**config.mk**
```make
export PLATFORM = sky130hd
export DESIGN_NAME = i2m_master
export DESIGN_NICKNAME = d
export VERILOG_FILES = /design/src/i2m_pkg.sv /design/src/i2m_master.sv /design/src/i2m_sync.sv
export VERILOG_INCLUDE_DIRS = /design/src /design/src/src
export SDC_FILE = /design/constraint.sdc
export NUM_CORES = 1
export LEC_CHECK = 0
export BUFFER_PORTS_ARGS = -buffer_cell sky130_fd_sc_hd__buf_2
export CAP_MARGIN = 20
export CORE_MARGIN = 1.5
export CORE_UTILIZATION = 55
export DETAILED_ROUTE_END_ITERATION = 12
export PLACE_DENSITY = 0.74
export SYNTH_ARGS = -nofsm -noshare
export SYNTH_HDL_FRONTEND = slang
export SYNTH_SLANG_ARGS = --single-unit
```
**constraint.sdc**
```tcl
create_clock -name clk -period 3.8 [get_ports clk]
set_input_delay 0.19 -clock clk [delete_from_list [all_inputs] [get_ports clk]]
set_output_delay 0.19 -clock clk [all_outputs]
set_load 0.02 [all_outputs]
```
**src/i2m_params.svh**
```systemverilog
/*
  Offsets, field positions and reset values of the I2C master sequencer.
  Assumes an 8-bit register port with byte offsets on word boundaries.
*/
`ifndef I2M_PARAMS_SVH
`define I2M_PARAMS_SVH

// ************************************************************
// Register offsets
// ************************************************************
`define I2M_OFS_BUF   8'h00
`define I2M_OFS_CTL   8'h04
`define I2M_OFS_BAUD  8'h08
`define I2M_OFS_STAT  8'h0C
`define I2M_OFS_FLAG  8'h10

// ************************************************************
// Field positions
// ************************************************************
`define I2M_REQ_START    0
`define I2M_REQ_RESTART  1
`define I2M_REQ_STOP     2
`define I2M_CTL_ACK      6
`define I2M_STAT_BF      0
`define I2M_STAT_S       1
`define I2M_STAT_P       2
`define I2M_STAT_BUSY    3
`define I2M_FLG_EVENT    0
`define I2M_FLG_BCL      1
`define I2M_FLG_WRITE_COLLISION_FLAG     2

// ************************************************************
// Reset values and counts
// ************************************************************
`define I2M_BAUD_RST  8'h09
`define I2M_ACK_BIT   4'h8

`endif

```
**src/i2m_pkg.sv**
```systemverilog
/*
  Types of the I2C master sequencer.
  Assumes nothing beyond a SystemVerilog compiler.
*/
package i2m_pkg;

  // ************************************************************
  // Sequencer states
  // ************************************************************
  typedef enum logic [11:0] {
    S_IDLE    = 12'h001,
    S_ST_WAIT = 12'h002,
    S_ST_HOLD = 12'h004,
    S_RS_LOW  = 12'h008,
    S_RS_SCLH = 12'h010,
    S_RS_SDAL = 12'h020,
    S_TX_LOW  = 12'h040,
    S_TX_HIGH = 12'h080,
    S_SP_LOW  = 12'h100,
    S_SP_HIGH = 12'h200,
    S_SP_REL  = 12'h400
  } i2m_state_e;

endpackage : i2m_pkg

```
**src/i2m_master.sv**
```systemverilog
/*
  I2C master sequencer: start, repeated start, stop and byte transmit
  with acknowledge capture, paced by a reloadable baud counter.
  Assumes open-drain SCL/SDA resolved outside and a plain register port.
*/
// Chosen here: the placing of the registers and strobed register access.
`timescale 1ns/1ps
`include "i2m_params.svh"

// How it works
// - Busy buffer write sets collision, keeps buffer
// - Control request writes ignored until start completes
// - Start with lines high loads baud counter
// - Expiry with lines high drives SDA low
// - Reload, then clear start, halt, hold SDA
// - Lines low or early SCL low aborts start
// - Restart request ignored while sequencer busy
// - Restart pulls SCL low, releases SDA, then SCL
// - SCL high: both high one period, SDA low
// - Restart ends: SCL low, request cleared, no reload
// - Start seen sets status; event after expiry
// - Restart collision on SDA low or SCL fall
// - Idle buffer write sets full, starts sending
// - SDA changes after SCL falls; one period each
// - Byte shifted out most significant bit first
// - Eighth falling edge clears full, releases SDA
// - Ninth clock SDA captured into ack status
// - After ninth clock: event, halt, SCL held low
// - Stop or restart completion raises event
// - Released SCL pauses counter until sampled high
module i2m_master #(
  parameter int BRG_W = 8
) (
  // Clock and reset
  input  wire logic       clk,
  input  wire logic       rst,
  // Register port
  input  wire logic [7:0] addr,
  input  wire logic [7:0] wdata,
  input  wire logic       wr_en,
  input  wire logic       rd_en,
  output logic      [7:0] rdata,
  // Bus lines
  input  wire logic       scl_i,
  output logic            scl_o,
  output logic            scl_oe,
  input  wire logic       sda_i,
  output logic            sda_o,
  output logic            sda_oe
);

  // ************************************************************
  // Declarations
  // ************************************************************
  i2m_pkg::i2m_state_e state_ff;
  i2m_pkg::i2m_state_e nxt_state;
  logic [7:0]       xfer_buffer_ff;
  logic [7:0]       shift_reg_ff;
  logic [7:0]       nxt_shift;
  logic [3:0]       bit_cnt_ff;
  logic [3:0]       nxt_bits;
  logic [2:0]       req_ff;
  logic [2:0]       req_clr;
  logic [BRG_W-1:0] baud_reload_value_ff;
  logic [BRG_W-1:0] brg_cnt_ff;
  logic             brg_run_ff;
  logic             brg_exp;
  logic             brg_load;
  logic             brg_halt;
  logic [2:0]       flags_ff;
  logic             buffer_full_ff;
  logic             start_seen_ff;
  logic             stop_seen_ff;
  logic             ack_received_status_ff;
  logic             scl_low_ff;
  logic             sda_low_ff;
  logic             nxt_scl_low;
  logic             nxt_sda_low;
  logic             scl_q;
  logic             sda_q;
  logic             busy;
  logic             buf_wr;
  logic             buf_wr_ok;
  logic             ctl_wr_ok;
  logic             abort;
  logic             ev_set;
  logic             bcl_set;
  logic             s_set;
  logic             p_set;
  logic             ack_cap;
  logic             bf_clr;

  // ************************************************************
  // Line sampling
  // ************************************************************
  i2m_sync u_scl_sync (
    .clk     (clk),
    .rst     (rst),
    .line_i  (scl_i),
    .level_q (scl_q)
  );

  i2m_sync u_sda_sync (
    .clk     (clk),
    .rst     (rst),
    .line_i  (sda_i),
    .level_q (sda_q)
  );

  assign scl_o  = 1'b0;
  assign sda_o  = 1'b0;
  assign scl_oe = scl_low_ff;
  assign sda_oe = sda_low_ff;

  // ************************************************************
  // Register port decode
  // ************************************************************
  assign busy      = (state_ff != i2m_pkg::S_IDLE) || (|req_ff);
  assign buf_wr    = wr_en && (addr == `I2M_OFS_BUF);
  assign buf_wr_ok = buf_wr && !busy;
  assign ctl_wr_ok = wr_en && (addr == `I2M_OFS_CTL) && !busy;

  always_ff @(posedge clk) begin
    if (rst) begin
      xfer_buffer_ff <= 8'h00;
    end else if (buf_wr_ok) begin
      xfer_buffer_ff <= wdata;
    end
  end

  always_ff @(posedge clk) begin
    if (rst) begin
      baud_reload_value_ff <= BRG_W'(`I2M_BAUD_RST);
    end else if (wr_en && addr == `I2M_OFS_BAUD) begin
      baud_reload_value_ff <= BRG_W'(wdata);
    end
  end

  // Requests: hardware clears, software writes locked while busy
  always_ff @(posedge clk) begin
    if (rst) begin
      req_ff <= 3'h0;
    end else begin
      req_ff <= (req_ff & ~req_clr) | (ctl_wr_ok ? wdata[2:0] : 3'h0);
    end
  end

  // Sticky flags, write one to clear, a same-cycle set wins
  always_ff @(posedge clk) begin
    if (rst) begin
      flags_ff <= 3'h0;
    end else begin
      flags_ff <= (flags_ff & ~((wr_en && addr == `I2M_OFS_FLAG) ? wdata[2:0] : 3'h0))
                | {buf_wr && busy, bcl_set, ev_set};
    end
  end

  always_ff @(posedge clk) begin
    if (rst) begin
      rdata <= 8'h00;
    end else if (rd_en) begin
      case (addr)
        `I2M_OFS_BUF:  rdata <= xfer_buffer_ff;
        `I2M_OFS_CTL:  rdata <= {1'b0, ack_received_status_ff, 3'h0, req_ff};
        `I2M_OFS_BAUD: rdata <= 8'(baud_reload_value_ff);
        `I2M_OFS_STAT: rdata <= {4'h0, busy, stop_seen_ff, start_seen_ff, buffer_full_ff};
        `I2M_OFS_FLAG: rdata <= {5'h00, flags_ff};
        default:       rdata <= 8'h00;
      endcase
    end
  end

  // ************************************************************
  // Baud counter
  // ************************************************************
  assign brg_exp = brg_run_ff && (brg_cnt_ff == '0);

  always_ff @(posedge clk) begin
    if (rst) begin
      brg_cnt_ff <= '0;
      brg_run_ff <= 1'b0;
    end else if (brg_load) begin
      brg_cnt_ff <= baud_reload_value_ff;
      brg_run_ff <= 1'b1;
    end else if (brg_halt) begin
      brg_run_ff <= 1'b0;
    end else if (brg_run_ff && brg_cnt_ff != '0) begin
      brg_cnt_ff <= brg_cnt_ff - 1'b1;
    end
  end

  // ************************************************************
  // Sequencer
  // ************************************************************
  always_comb begin
    nxt_state   = state_ff;
    nxt_shift   = shift_reg_ff;
    nxt_bits    = bit_cnt_ff;
    nxt_scl_low = scl_low_ff;
    nxt_sda_low = sda_low_ff;
    req_clr     = 3'h0;
    brg_load    = 1'b0;
    brg_halt    = 1'b0;
    ev_set      = 1'b0;
    bcl_set     = 1'b0;
    s_set       = 1'b0;
    p_set       = 1'b0;
    ack_cap     = 1'b0;
    bf_clr      = 1'b0;
    abort       = 1'b0;
    case (state_ff)
      i2m_pkg::S_IDLE: begin
        if (req_ff[`I2M_REQ_START]) begin
          if (scl_q && sda_q) begin
            brg_load  = 1'b1;
            nxt_state = i2m_pkg::S_ST_WAIT;
          end else if (!scl_q && !sda_q) begin
            abort = 1'b1;
          end
        end else if (req_ff[`I2M_REQ_RESTART]) begin
          nxt_scl_low = 1'b1;
          nxt_sda_low = 1'b0;
          nxt_state   = i2m_pkg::S_RS_LOW;
        end else if (req_ff[`I2M_REQ_STOP]) begin
          nxt_scl_low = 1'b1;
          nxt_sda_low = 1'b1;
          nxt_state   = i2m_pkg::S_SP_LOW;
        end else if (buf_wr_ok) begin
          nxt_shift   = wdata;
          nxt_bits    = 4'h0;
          nxt_scl_low = 1'b1;
          nxt_state   = i2m_pkg::S_TX_LOW;
        end
      end
      i2m_pkg::S_ST_WAIT: begin
        if (!scl_q) begin
          abort = 1'b1;
        end else if (brg_exp) begin
          if (sda_q) begin
            nxt_sda_low = 1'b1;
            s_set       = 1'b1;
            brg_load    = 1'b1;
            nxt_state   = i2m_pkg::S_ST_HOLD;
          end else begin
            abort = 1'b1;
          end
        end
      end
      i2m_pkg::S_ST_HOLD: begin
        if (brg_exp) begin
          req_clr[`I2M_REQ_START] = 1'b1;
          brg_halt  = 1'b1;
          ev_set    = 1'b1;
          nxt_state = i2m_pkg::S_IDLE;
        end
      end
      i2m_pkg::S_RS_LOW: begin
        if (!brg_run_ff && !scl_q) begin
          brg_load = 1'b1;
        end else if (brg_exp) begin
          if (sda_q) begin
            nxt_scl_low = 1'b0;
            brg_halt    = 1'b1;
            nxt_state   = i2m_pkg::S_RS_SCLH;
          end else begin
            abort = 1'b1;
          end
        end
      end
      i2m_pkg::S_RS_SCLH: begin
        if (!brg_run_ff) begin
          if (scl_q && sda_q) begin
            brg_load = 1'b1;
          end else if (scl_q) begin
            abort = 1'b1;
          end
        end else if (!scl_q || !sda_q) begin
          abort = 1'b1;
        end else if (brg_exp) begin
          nxt_sda_low = 1'b1;
          s_set       = 1'b1;
          brg_load    = 1'b1;
          nxt_state   = i2m_pkg::S_RS_SDAL;
        end
      end
      i2m_pkg::S_RS_SDAL: begin
        if (brg_exp) begin
          nxt_scl_low = 1'b1;
          req_clr[`I2M_REQ_RESTART] = 1'b1;
          brg_halt    = 1'b1;
          ev_set      = 1'b1;
          nxt_state   = i2m_pkg::S_IDLE;
        end
      end
      i2m_pkg::S_TX_LOW: begin
        if (!brg_run_ff && !scl_q) begin
          brg_load = 1'b1;
          if (bit_cnt_ff == `I2M_ACK_BIT) begin
            nxt_sda_low = 1'b0;
            bf_clr      = 1'b1;
          end else begin
            nxt_sda_low = ~shift_reg_ff[7];
          end
        end else if (brg_exp) begin
          nxt_scl_low = 1'b0;
          brg_halt    = 1'b1;
          nxt_state   = i2m_pkg::S_TX_HIGH;
        end
      end
      i2m_pkg::S_TX_HIGH: begin
        if (!brg_run_ff && scl_q) begin
          brg_load = 1'b1;
        end else if (brg_run_ff && !sda_low_ff && !sda_q
                     && bit_cnt_ff != `I2M_ACK_BIT) begin
          abort = 1'b1;
        end else if (brg_exp) begin
          nxt_scl_low = 1'b1;
          brg_halt    = 1'b1;
          if (bit_cnt_ff == `I2M_ACK_BIT) begin
            ack_cap   = 1'b1;
            ev_set    = 1'b1;
            nxt_state = i2m_pkg::S_IDLE;
          end else begin
            nxt_shift = {shift_reg_ff[6:0], 1'b0};
            nxt_bits  = bit_cnt_ff + 4'h1;
            nxt_state = i2m_pkg::S_TX_LOW;
          end
        end
      end
      i2m_pkg::S_SP_LOW: begin
        if (!brg_run_ff && !sda_q && !scl_q) begin
          brg_load = 1'b1;
        end else if (brg_exp) begin
          nxt_scl_low = 1'b0;
          brg_halt    = 1'b1;
          nxt_state   = i2m_pkg::S_SP_HIGH;
        end
      end
      i2m_pkg::S_SP_HIGH: begin
        if (!brg_run_ff && scl_q) begin
          brg_load = 1'b1;
        end else if (brg_exp) begin
          nxt_sda_low = 1'b0;
          brg_halt    = 1'b1;
          nxt_state   = i2m_pkg::S_SP_REL;
        end
      end
      i2m_pkg::S_SP_REL: begin
        if (!brg_run_ff && scl_q && sda_q) begin
          brg_load = 1'b1;
          p_set    = 1'b1;
        end else if (brg_exp) begin
          req_clr[`I2M_REQ_STOP] = 1'b1;
          brg_halt  = 1'b1;
          ev_set    = 1'b1;
          nxt_state = i2m_pkg::S_IDLE;
        end
      end
      default: begin
        nxt_state = i2m_pkg::S_IDLE;
      end
    endcase
    if (abort) begin
      bcl_set     = 1'b1;
      req_clr     = 3'h7;
      nxt_scl_low = 1'b0;
      nxt_sda_low = 1'b0;
      brg_load    = 1'b0;
      brg_halt    = 1'b1;
      bf_clr      = 1'b1;
      nxt_state   = i2m_pkg::S_IDLE;
    end
  end

  always_ff @(posedge clk) begin
    if (rst) begin
      state_ff     <= i2m_pkg::S_IDLE;
      shift_reg_ff <= 8'h00;
      bit_cnt_ff   <= 4'h0;
      scl_low_ff   <= 1'b0;
      sda_low_ff   <= 1'b0;
    end else begin
      state_ff     <= nxt_state;
      shift_reg_ff <= nxt_shift;
      bit_cnt_ff   <= nxt_bits;
      scl_low_ff   <= nxt_scl_low;
      sda_low_ff   <= nxt_sda_low;
    end
  end

  // ************************************************************
  // Status bits
  // ************************************************************
  always_ff @(posedge clk) begin
    if (rst) begin
      buffer_full_ff <= 1'b0;
    end else if (buf_wr_ok) begin
      buffer_full_ff <= 1'b1;
    end else if (bf_clr) begin
      buffer_full_ff <= 1'b0;
    end
  end

  always_ff @(posedge clk) begin
    if (rst) begin
      start_seen_ff <= 1'b0;
      stop_seen_ff  <= 1'b0;
    end else if (s_set) begin
      start_seen_ff <= 1'b1;
      stop_seen_ff  <= 1'b0;
    end else if (p_set) begin
      start_seen_ff <= 1'b0;
      stop_seen_ff  <= 1'b1;
    end
  end

  always_ff @(posedge clk) begin
    if (rst) begin
      ack_received_status_ff <= 1'b0;
    end else if (ack_cap) begin
      ack_received_status_ff <= sda_q;
    end
  end
endmodule : i2m_master

```
**src/i2m_sync.sv**
```systemverilog
/*
  Three-stage synchroniser with agreement filter for one bus line.
  Assumes an idle-high open-drain line sampled on clk.
*/
`timescale 1ns/1ps

module i2m_sync (
  // Clock and reset
  input  wire logic clk,
  input  wire logic rst,
  // Line
  input  wire logic line_i,
  output logic      level_q
);

  logic s1_ff;
  logic s2_ff;
  logic s3_ff;

  always_ff @(posedge clk) begin
    if (rst) begin
      s1_ff <= 1'b1;
      s2_ff <= 1'b1;
      s3_ff <= 1'b1;
    end else begin
      s1_ff <= line_i;
      s2_ff <= s1_ff;
      s3_ff <= s2_ff;
    end
  end

  // A change counts only once the last two stages agree
  always_ff @(posedge clk) begin
    if (rst) begin
      level_q <= 1'b1;
    end else if (s2_ff == s3_ff) begin
      level_q <= s3_ff;
    end
  end

endmodule : i2m_sync

```
# Yosys cells after proc, flatten, opt, wreduce, memory -nomap -nowiden
# Cells that the tools add are included.
[classes] addsub=2 reduce_logical=47 mux=139 n_bitwise=7 eq_ne=50
[op_table] operator="$mux 12" count=25
[op_table] operator="$pmux 12 s10" count=1
[op_table] operator="$mux 8" count=11
[op_table] operator="$mux 1" count=80
[op_table] operator="$ne 2x2->1 const B" count=23
[op_table] operator="$pmux 8 s5" count=1
[op_table] operator="$mux 4" count=8
[op_table] operator="$reduce_and 21->1" count=1
[op_table] operator="$logic_and 1x1->1" count=19
[op_table] operator="$eq 8x4->1 const B" count=2
[op_table] operator="$logic_not 8->1" count=2
[op_table] operator="$pmux 8 s2" count=1
[op_table] operator="$pmux 1 s7" count=2
[op_table] operator="$eq 12x1->1 const B" count=1
[op_table] operator="$eq 12x10->1 const B" count=1
[op_table] operator="$eq 12x11->1 const B" count=1
[op_table] operator="$eq 12x2->1 const B" count=1
[op_table] operator="$eq 12x3->1 const B" count=1
[op_table] operator="$eq 12x4->1 const B" count=1
[op_table] operator="$eq 12x5->1 const B" count=1
[op_table] operator="$eq 12x6->1 const B" count=1
[op_table] operator="$eq 12x7->1 const B" count=1
[op_table] operator="$eq 12x8->1 const B" count=1
[op_table] operator="$eq 12x9->1 const B" count=1
[op_table] operator="other kinds (34)" count=58
[word_totals] reg_bits=77 input_bits=22 out_inout_bits=12 wordCells=269

# Logic depth before layout (Yosys ltp)
# Gate-level depths: netlist of the first run.
[logic_depth] word_depth=11 depth_mapped=9 ltp_nobuf=8

# By module
# A second synthesis of the first run with hierarchy kept.
[hier_totals] cells_unflattened=546 area_unflattened_um2=4362.9
[by_module_without_submodules] module="i2m_master" area_each_um2=4132.7 cells_each=526 seq_area_each_um2=1361.3 instances=1
[by_module_without_submodules] module="i2m_sync" area_each_um2=115.1 cells_each=10 seq_area_each_um2=80.1 instances=2

# Least setup slack after synthesis of the first run
# OpenSTA, ideal clock, no wires.
[synth_timing] kind="reg2reg" start="register state_ff[4]" end="register state_ff[0]" path_stages_with_launch=7 required_time_ns=3.677 path_buffers=0 arrival_ns=1.983 setup_slack_ns=1.694 synth_period_minus_slack_ns=2.106 setup_time_ns=0.123 path_cell_list="dfxtp_1 -> or4_4 -> nor4_4 -> a211oi_2 -> o2111a_1 -> a211oi_1 -> a21oi_1"
[synth_between] elab_chain_cells=6 elab_cells_between_ends=41 cone_classes="eq/ne (33); mux (2); reduce/logical (6)"
[synth_rtl] item="start, declared" line_no="i2m_master.sv:55" text="i2m_pkg::i2m_state_e state_ff;"
[synth_rtl] item="start signal, assigned" line_no="i2m_master.sv:377" text="state_ff <= i2m_pkg::S_IDLE;"
[synth_rtl] item="start signal, assigned" line_no="i2m_master.sv:383" text="state_ff <= nxt_state;"
[synth_rtl] item="$ne 12x1->1" line_no="i2m_master.sv:118" text="assign busy = (state_ff != i2m_pkg::S_IDLE) || (|req_ff);"
[synth_rtl] item="$logic_or 1x1->1" line_no="i2m_master.sv:118"
[synth_rtl] item="$logic_not 1->1" line_no="i2m_master.sv:120" text="assign buf_wr_ok = buf_wr && !busy;"
[synth_rtl] item="$logic_and 1x1->1" line_no="i2m_master.sv:120"
[synth_rtl] item="$ne 5x5->1 (no line)"
[synth_rtl] item="$reduce_and 21->1 (no line)"
# Parallel ways exist; a longest one is shown, timed or not.
# A chain may end at the register's enable or synchronous reset.

# Worst setup path in the final report of the first run
[layout_timing] start="register state_ff[0]" end="register state_ff[0]"
# The elaborated chain is that of the path after synthesis.

==> impl_metrics.toml, run 1 <==
[run_status]
status = "finished clean"

[drt]
routed_via_density = 6.04
drt-initial-drc-count = 246
wl_per_cell_um = 16.7
num_vias = 3678
totalWireLength_mm = 10.2
drc_errors = 0
ant_nets = 0
firstDrtPassIters = 5

[clock_tree]
cts_hold_buffers = 0
clockBufferDepth = 2
insertion_delay_ps = 360
cts.clk_slew.worst_paths_ps = 90
cts_tree = "done"
numCtsBuffers = 9
clock_sinks = 76
root_buffer = "clkbuf_8"
cts_resized = 0
h-tree-depth = 3
post-cts-setup-buffers = 0

[pwr]
p_per_area_nw_per_um2 = 410
p_leak_nw = 1.70
vdd_drop_max_mv = 0.329

[synth]
synth_edf_count = 0
synth_warnings = 0
syn_inst = 485
synthFlopType = "dfxtp_1"
ys_seq_elements = 76
ys_async_sr_fraction = 0
yosysSeqAreaShare = 0.373
avgSynthCellArea_um2 = 8.42
synth_area_um2 = 4080
synth_cell_types = 66

[layout]
fin_nets = 531
diodes = 0
final_cell_mix = "dfxtp_1, a21oi_1, nand2_1"
final_common_cell = "dfxtp_1"
fin_area_um2 = 4490
final_cells = 609
synthToLayoutAreaGrowth_pct = 9.93
fill_cells = 659
drive_gt1_frac = 0.151

[sta]
fmax_ghz = 0.320
hold_violations = 0
tns_ps = 0
setup_ws_ps = 674
slew_violations = 0
fin_worst_skew_ps = 11.3
max_slew.worst_pin.slew_ps = 772
setup_viol = 0
layout_worst_path_cycle_share = 0.823
rsz0062_at_grt = "no"
relSlewSlack = 0.486
period_minus_slack_ps = 3130

[global_route]
grt_pass1_vias = 3165
grt_use_total = 0.262
grt_overflow_total = 0
grt_max_degree = 61
antenna_found_initial = 0
grt_pass1_wl_mm = 15.8

[die]
fp-row-count = 31
start_util = 0.566
fp.dieW_um = 89.2
io_pins = 34
core_um2 = 7210
die-height_um = 89.2
die-area_um2 = 7950

[place]
gp_congestion = 0.958
dpl.hpwl_mm = 7.32
dpl_cell_area_um2 = 4250
place_inst = 593
pre_cts_slack_ps = 713
port_buffers = 31

[worst_hold_path]
hold_class = "primary input to flop"
hold_depth = 2

[critical_path]
arrival_ps = 3420
worst-path-max-fanout = 18
rr_worst_depth = 7
path_class = "flop to flop"
endpoint_kind = "flop"
startpoint_type = "flop"
cp_data_required_time_ps = 4100

[run]
max-cap-violations = 0
==> final cells by class <==
type,instances,area (µm²),share of cell area
Clock buffer,10,138,0.0307
Clock inverter,6,96.3,0.0215
Inverter,14,52.6,0.0117
Multi-Input combinational cell,369,2370,0.528
Sequential cell,76,1520,0.339
Tap cell,99,124,0.0276
Timing Repair Buffer,35,185,0.0413
==> kinds of logic (layout without fill, tap and decap cells) <==
kind of cell,count (synthesis),in the layout,synth area share
and+or+nand+nor,209,209,0.295
AOI/OAI and AO/OA,122,122,0.187
DFF,76,76,0.373
buffers and inverters,41,65,0.0475
muxes,21,21,0.0616
xor gates and xnor gates,11,11,0.0236
adders and majority gates,4,4,0.0123
other,1,2,0.000919
==> per-layer routing <==
layer  share of wire  track usage  vias to the layer above
met4           0.023       0.0923                        0
li1                -            -                     1817
met2            0.46        0.416                      120
met5               0            0                        -
met1            0.47        0.359                     1718
met3           0.049       0.0499                       23
==> registers in the layout (all words and copies together), names as in the netlist, 3 cells and up <==
register              cells
req_ff                    3
flags_ff                  3
rdata                     8
shift_reg_ff              8
state_ff                 11
bit_cnt_ff                4
xfer_buffer_ff            8
brg_cnt_ff                8
baud_reload_value_ff      8
==> cell usage after synthesis (3+ instances only) <==
library cell / instances / share of area
or4_1: 3 / 0.0055
or3_1: 7 / 0.011
mux4_2: 3 / 0.017
clkbuf_1: 12 / 0.011
xnor2_1: 9 / 0.019
nor4_1: 5 / 0.0077
a211oi_1: 16 / 0.029
or2_2: 7 / 0.011
and3_1: 5 / 0.0077
nand2b_1: 10 / 0.015
buf_2: 7 / 0.0086
a21oi_1: 49 / 0.060
nand3_1: 28 / 0.034
nand4_1: 11 / 0.017
inv_1: 14 / 0.013
nor3_1: 21 / 0.026
nor4_2: 3 / 0.0092
o21ai_1: 11 / 0.013
nand2_1: 36 / 0.033
o21ai_0: 19 / 0.023
dfxtp_1: 76 / 0.37
nand3b_1: 6 / 0.011
ha_1: 4 / 0.012
buf_4: 4 / 0.0074
nor3b_1: 5 / 0.0092
nor2b_1: 11 / 0.017
nor2_1: 34 / 0.031
a31oi_1: 3 / 0.0046
mux2_2: 3 / 0.0083
mux2i_1: 15 / 0.037
==> final timing paths <==
| path | startpoint | endpoint | slack [ps] |
|---|---|---|---|
| worst max-delay path | state_ff[0]$_SDFFE_PP1P_ | state_ff[0]$_SDFFE_PP1P_ | 670 |
| worst min-delay path | scl_i | u_scl_sync.s1_ff$_SDFF_PP1_ | 20 |
| worst max register to register | state_ff[0]$_SDFFE_PP1P_ | state_ff[0]$_SDFFE_PP1P_ | 670 |
| worst min register to register | u_scl_sync.s1_ff$_SDFF_PP1_ | u_scl_sync.s2_ff$_SDFF_PP1_ | 410 |
==> where the power goes <==
group,switching (mW),internal [mW]
logic,0.192,0.0991
clock network,0.328,0.395
registers,0.0166,0.808
==> stage by stage <==
step	power [mW]	utilization	hold WS, ps
6_report	1.84	0.622	15.7
5_1_grt	1.90	0.622	15.7
4_1_cts	1.83	0.622	16.5
3_5_place_dp	1.13	0.590	377
3_3_place_gp	1.13	0.590	378
2_1_floorplan	1.07	-	294
==> critical path, cell delays in order (launching register included) <==
cell and delay [ps]:
dfxtp_1 380, nor4_2 290, buf_4 220, nand4_2 440, o2bb2ai_1 810, or4_1 620
nor3_1 140, a21oi_1 160
Note: power is estimated with default switching activity, not from simulation.
==> run 2: changes to the inputs <==
- clock period: 3.8 -> 3 ns (I/O delays scaled with it)
==> run 2 against run 1 <==
Global-route usage grew 1.4 points. Highest routed layer unchanged. Clock-buffer cell count decreased by 1. Clock power rose by 4.6%.
==> impl_metrics.toml, run 2 (synthesized netlist as in run 1, its figures left out) <==
[run_status]
status = "finished clean"

[critical_path]
worst-path-max-fanout = 13
cp_data_required_time_ps = 3280
cp_slowest_cell = "or4_4"
startpoint_type = "flop"
path_buf_inv = 0
path_class = "flop to flop"
path_cells = "or4_4, nor4_4, a211oi_2, o2111ai_2, o21ai_1, a21oi_1"
arrival_ps = 2780
endpoint_kind = "flop"
crit_family = "simple AND/OR/NAND/NOR gates"
max_stage_delay_ps = 590

[pwr]
vdd_drop_max_mv = 0.270
p_leak_nw = 1.71
p_total_mw = 2.19
p_per_area_nw_per_um2 = 486

[global_route]
grt_pass1_wl_mm = 16.7
grt_overflow_total = 0
grt_use_total = 0.277
grt_max_degree = 61
grt_pass1_vias = 3353
antenna_found_initial = 0

[layout]
final_cells = 617
regMostFlops = "state_ff"
fin_nets = 539
largest_reg_flops = 11
diodes = 0
drive_gt1_frac = 0.160
synthToLayoutAreaGrowth_pct = 10.2
fill_cells = 686
final_cell_mix = "dfxtp_1, a21oi_1, nand2_1"
fin_util = 0.624
fin_area_um2 = 4500
final_common_cell = "dfxtp_1"

[sta]
layout_worst_path_cycle_share = 0.836
rsz0062_at_grt = "no"
slew_violations = 0
setup_ws_ps = 493
hold_violations = 0
fmax_ghz = 0.399
relSlewSlack = 0.524
fin_worst_skew_ps = 12.4
holdWs_ps = 66.0
max_slew.worst_pin.slew_ps = 712
tns_ps = 0
period_minus_slack_ps = 2510
setup_viol = 0

[drt]
num_vias = 3764
totalWireLength_mm = 10.7
firstDrtPassIters = 5
routed_via_density = 6.10
ant_nets = 0
drt-initial-drc-count = 273
wl_per_cell_um = 17.4
drc_errors = 0

[clock_tree]
clockBufferDepth = 2
clock_sinks = 76
cts_resized = 0
numCtsBuffers = 9
root_buffer = "clkbuf_8"
insertion_delay_ps = 360
cts.clk_slew.worst_paths_ps = 100
cts_tree = "done"
h-tree-depth = 3
post-cts-setup-buffers = 0

[die]
core_um2 = 7210
fp.dieW_um = 89.2
die-area_um2 = 7950
io_pins = 34
die-height_um = 89.2
start_util = 0.566
fp-row-count = 31

[run]
max-cap-violations = 0

[place]
gp_congestion = 0.996
port_buffers = 31
pre_cts_slack_ps = 538
dpl.hpwl_mm = 7.68
place_inst = 599
dpl_cell_area_um2 = 4300

[worst_hold_path]
hold_class = "primary input to flop"
## run 2: cell type report
| cell class | count | area, µm² | share of cell area |
|---|---|---|---|
| Multi-Input combinational cell | 369 | 2370 | 0.527 |
| Sequential cell | 76 | 1520 | 0.338 |
| Timing Repair Buffer | 43 | 250 | 0.0556 |
| Clock buffer | 9 | 124 | 0.0275 |
| Tap cell | 99 | 124 | 0.0275 |
| Clock inverter | 7 | 57.6 | 0.0128 |
| Inverter | 14 | 52.6 | 0.0117 |
## run 2: layer usage
layer	GRT usage	part of all wire	vias up
met4	0.116	0.032	0
met1	0.378	0.46	1770
li1	-	-	1830
met5	0	0	-
met2	0.424	0.45	132
met3	0.0600	0.053	32
## run 2: worst min-delay path: stages
cell,delay (ps)
buf_2,120
nand2_1,50
a21oi_1,50
## run 2: report_power, final
group	switching, mW	internal [mW]	total (mW)
Combinational	0.247	0.135	0.382
Clock	0.442	0.314	0.756
Sequential	0.0233	1.02	1.05
Total	0.713	1.47	2.19
## run 2: path summary, 6_finish.rpt
path | start | endpoint | slack [ps] | depth (start not counted)
worst max register to register | state_ff[4]$_SDFFE_PP0P_ | state_ff[1]$_SDFFE_PP0P_ | 490 | 6
worst min-delay path | wdata[4] | xfer_buffer_ff[4]$_SDFFE_PP0P_ | 70 | 3
worst min register to register | u_scl_sync.s1_ff$_SDFF_PP1_ | u_scl_sync.s2_ff$_SDFF_PP1_ | 410 | 1
worst max-delay path | state_ff[4]$_SDFFE_PP0P_ | state_ff[1]$_SDFFE_PP0P_ | 490 | 6
## run 2: what timing repair did
| item | 4_1_cts | 5_1_grt |
|---|---|---|
| hold buffers | 2 | 0 |
| hold endpoints to repair | 2 | 0 |
| setup endpoints to repair | 0 | 0 |
==> run 3: changes to the inputs <==
- ABC_AREA: default -> 1
- clock period: 3 -> 2.6 ns (I/O delays scaled with it)
==> run 3 against run 2 <==
Global-route usage grew 0.40 points. Utilization grew 1.6 points. Flip-flop and latch count is the same. Via count grew 12%. Non-clock buffer count shrank 7. Die area grew 3.9%. Hold slack lost 19 ps. Cell area grew 4.7%. Combinational power grew to 7.1 times the previous value. Clock-buffer cell count grew 1. Sequential share of layout area shrank 1.5 points.
==> impl_metrics.toml, run 3 <==
[layout]
fin_nets = 694
diodes = 0
synthToLayoutAreaGrowth_pct = 10.9
largest_reg_flops = 11
fin_util = 0.639
drive_gt1_frac = 0.156
final_common_cell = "nand2_1"
final_cell_mix = "nand2_1, inv_1, nor2_1"
regMostFlops = "state_ff"
fill_cells = 723

[sta]
slew_violations = 0
hold_violations = 0
layout_worst_path_cycle_share = 0.875
holdWs_ps = 47.3
tns_ps = 0
relSlewSlack = 0.323
rsz0062_at_grt = "no"
setup_ws_ps = 326
setup_viol = 0
fin_worst_skew_ps = 9.63
fmax_ghz = 0.440
max_slew.worst_pin.slew_ps = 1010
period_minus_slack_ps = 2270

[clock_tree]
post-cts-setup-buffers = 0
h-tree-depth = 3
numCtsBuffers = 9
clock_sinks = 76
clockBufferDepth = 2
cts.clk_slew.worst_paths_ps = 90
insertion_delay_ps = 360
root_buffer = "clkbuf_8"
cts_tree = "done"

[synth]
avgSynthCellArea_um2 = 6.70
synth_cell_types = 45
synthFlopType = "dfxtp_1"
ys_async_sr_fraction = 0
yosysTopAreaCell = "dfxtp_1"
synth_area_um2 = 4250
synth_warnings = 0
ys_seq_elements = 76
synthTopCellsByCount = "nand2_1, inv_1, nor2_1, dfxtp_1, o21ai_0"
yosysMostFrequentCell = "nand2_1"
synth_top_area_share = 0.358
yosysSeqAreaShare = 0.358
syn_inst = 634
synthTopCellsByArea = "dfxtp_1, nand2_1, inv_1, nor2_1, o21ai_0"
synth_edf_count = 0

[die]
fp.dieW_um = 90.9
die-area_um2 = 8260
die-height_um = 90.9
fp-row-count = 31
start_util = 0.577
io_pins = 34
core_um2 = 7370

[place]
gp_congestion = 1.06
port_buffers = 31
dpl.hpwl_mm = 8.27
pre_cts_slack_ps = 242

[drt]
firstDrtPassIters = 6
num_vias = 4218
drc_errors = 0
totalWireLength_mm = 10.9
wl_per_cell_um = 14.1
ant_nets = 0
routed_via_density = 5.46
drt-initial-drc-count = 268

[pwr]
switchingPower_mw = 2.44
switching_share = 0.471
seq_power_share = 0.292
comb_power_share = 0.523
vdd_drop_max_mv = 0.788
clkPwrFrac = 0.185
p_leak_nw = 2.25
p_per_area_nw_per_um2 = 1100
cell_internal_pwr_mw = 2.75

[critical_path]
cp_data_required_time_ps = 2890
worst-path-max-fanout = 12
arrival_ps = 2560
endpoint_kind = "flop"
startpoint_type = "flop"
path_class = "flop to flop"

[global_route]
grt_use_total = 0.281
grt_max_degree = 39
antenna_found_initial = 0
grt_pass1_vias = 3900
grt_pass1_wl_mm = 18.7
grt_overflow_total = 0

[worst_hold_path]
hold_class = "primary input to flop"

[run]
max-cap-violations = 0

[run_status]
status = "finished clean"
run 3: cell types whose count changed after synthesis, moves of 11 or more:
cell | previous run | this run
nor2_1 | 34 | 80
nor2b_1 | 11 | 0
o21ai_0 | 19 | 50
o21ai_1 | 11 | 0
inv_1 | 14 | 84
a211oi_1 | 16 | 1
nand3_1 | 28 | 47
mux2i_1 | 15 | 0
nand2_1 | 36 | 132
nor3_1 | 21 | 7
run 3: final cells by class:
class	instances	area, µm²	area share
timing repair buffer	36	198	0.0420
inverter	94	357	0.0757
sequential	76	1520	0.323
tap	99	124	0.0263
clock buffer	10	138	0.0292
clock inverter	6	72.6	0.0154
multi-input combinational	451	2300	0.489
run 3: stage by stage:
stage	total power [mW]	area, µm²	cells
2_1_floorplan	3.72	4250	635
3_3_place_gp	4.17	4480	754
3_5_place_dp	4.22	4480	754
4_1_cts	5.18	4710	772
5_1_grt	5.63	4710	772
6_report	5.19	4710	772
run 3: per-layer routing:
layer	global-route usage	up-vias	wire length, µm
li1	-	2109	-
met4	0.0820	0	203
met2	0.440	146	4950
met3	0.0606	27	674
met1	0.388	1936	5090
met5	0	-	0
run 3: worst max-delay path: stages (launching register included):
cell and delay, ps:
dfxtp_1 330, inv_1 120, ha_1 160, nand3_1 130, nor2_2 170, nand2_2 170, o21ai_0 220, nand2_1 110
inv_1 80, nand2_1 90, nor2_4 200, nand2_4 150, inv_4 130, nor2_1 50, nor2_1 110
run 3: cells by family after synthesis:
family | after synthesis | share of synthesized area
and+or+nand+nor | 322 | 0.361
AOI/OAI and AO/OA | 116 | 0.151
buffers and inverters | 108 | 0.102
DFF | 76 | 0.358
xor gates and xnor gates | 7 | 0.0144
adders and majority gates | 4 | 0.0118
other | 1 | 0.000883
run 3: worst paths after layout:
kind                               start                                    to  slack, ps  cells after the start
max           brg_cnt_ff[0]$_SDFFE_PP0P_              state_ff[5]$_SDFFE_PP0P_        330                     14
min                             wdata[6]  baud_reload_value_ff[6]$_SDFFE_PP0P_         50                      3
max reg2reg   brg_cnt_ff[0]$_SDFFE_PP0P_              state_ff[5]$_SDFFE_PP0P_        330                     14
min reg2reg  u_scl_sync.s1_ff$_SDFF_PP1_           u_scl_sync.s2_ff$_SDFF_PP1_        410                      1
run 3: timing repair:
action                                 4_1_cts  5_1_grt
endpoints found under the hold margin        2        0
gates resized for setup                      0        1
hold buffers                                 2        0
setup endpoints to repair                    0        6
run 3: power groups by stage:
stage                     Clock [mW]  Sequential (mW)  Combinational [mW]
final                          0.959             1.51                2.71
after floorplan                    0             1.53                2.19
after CTS                      0.974             1.51                2.70
after global routing            1.02             1.54                3.07
after detailed placement           0             1.54                2.68
after global placement             0             1.53                2.65
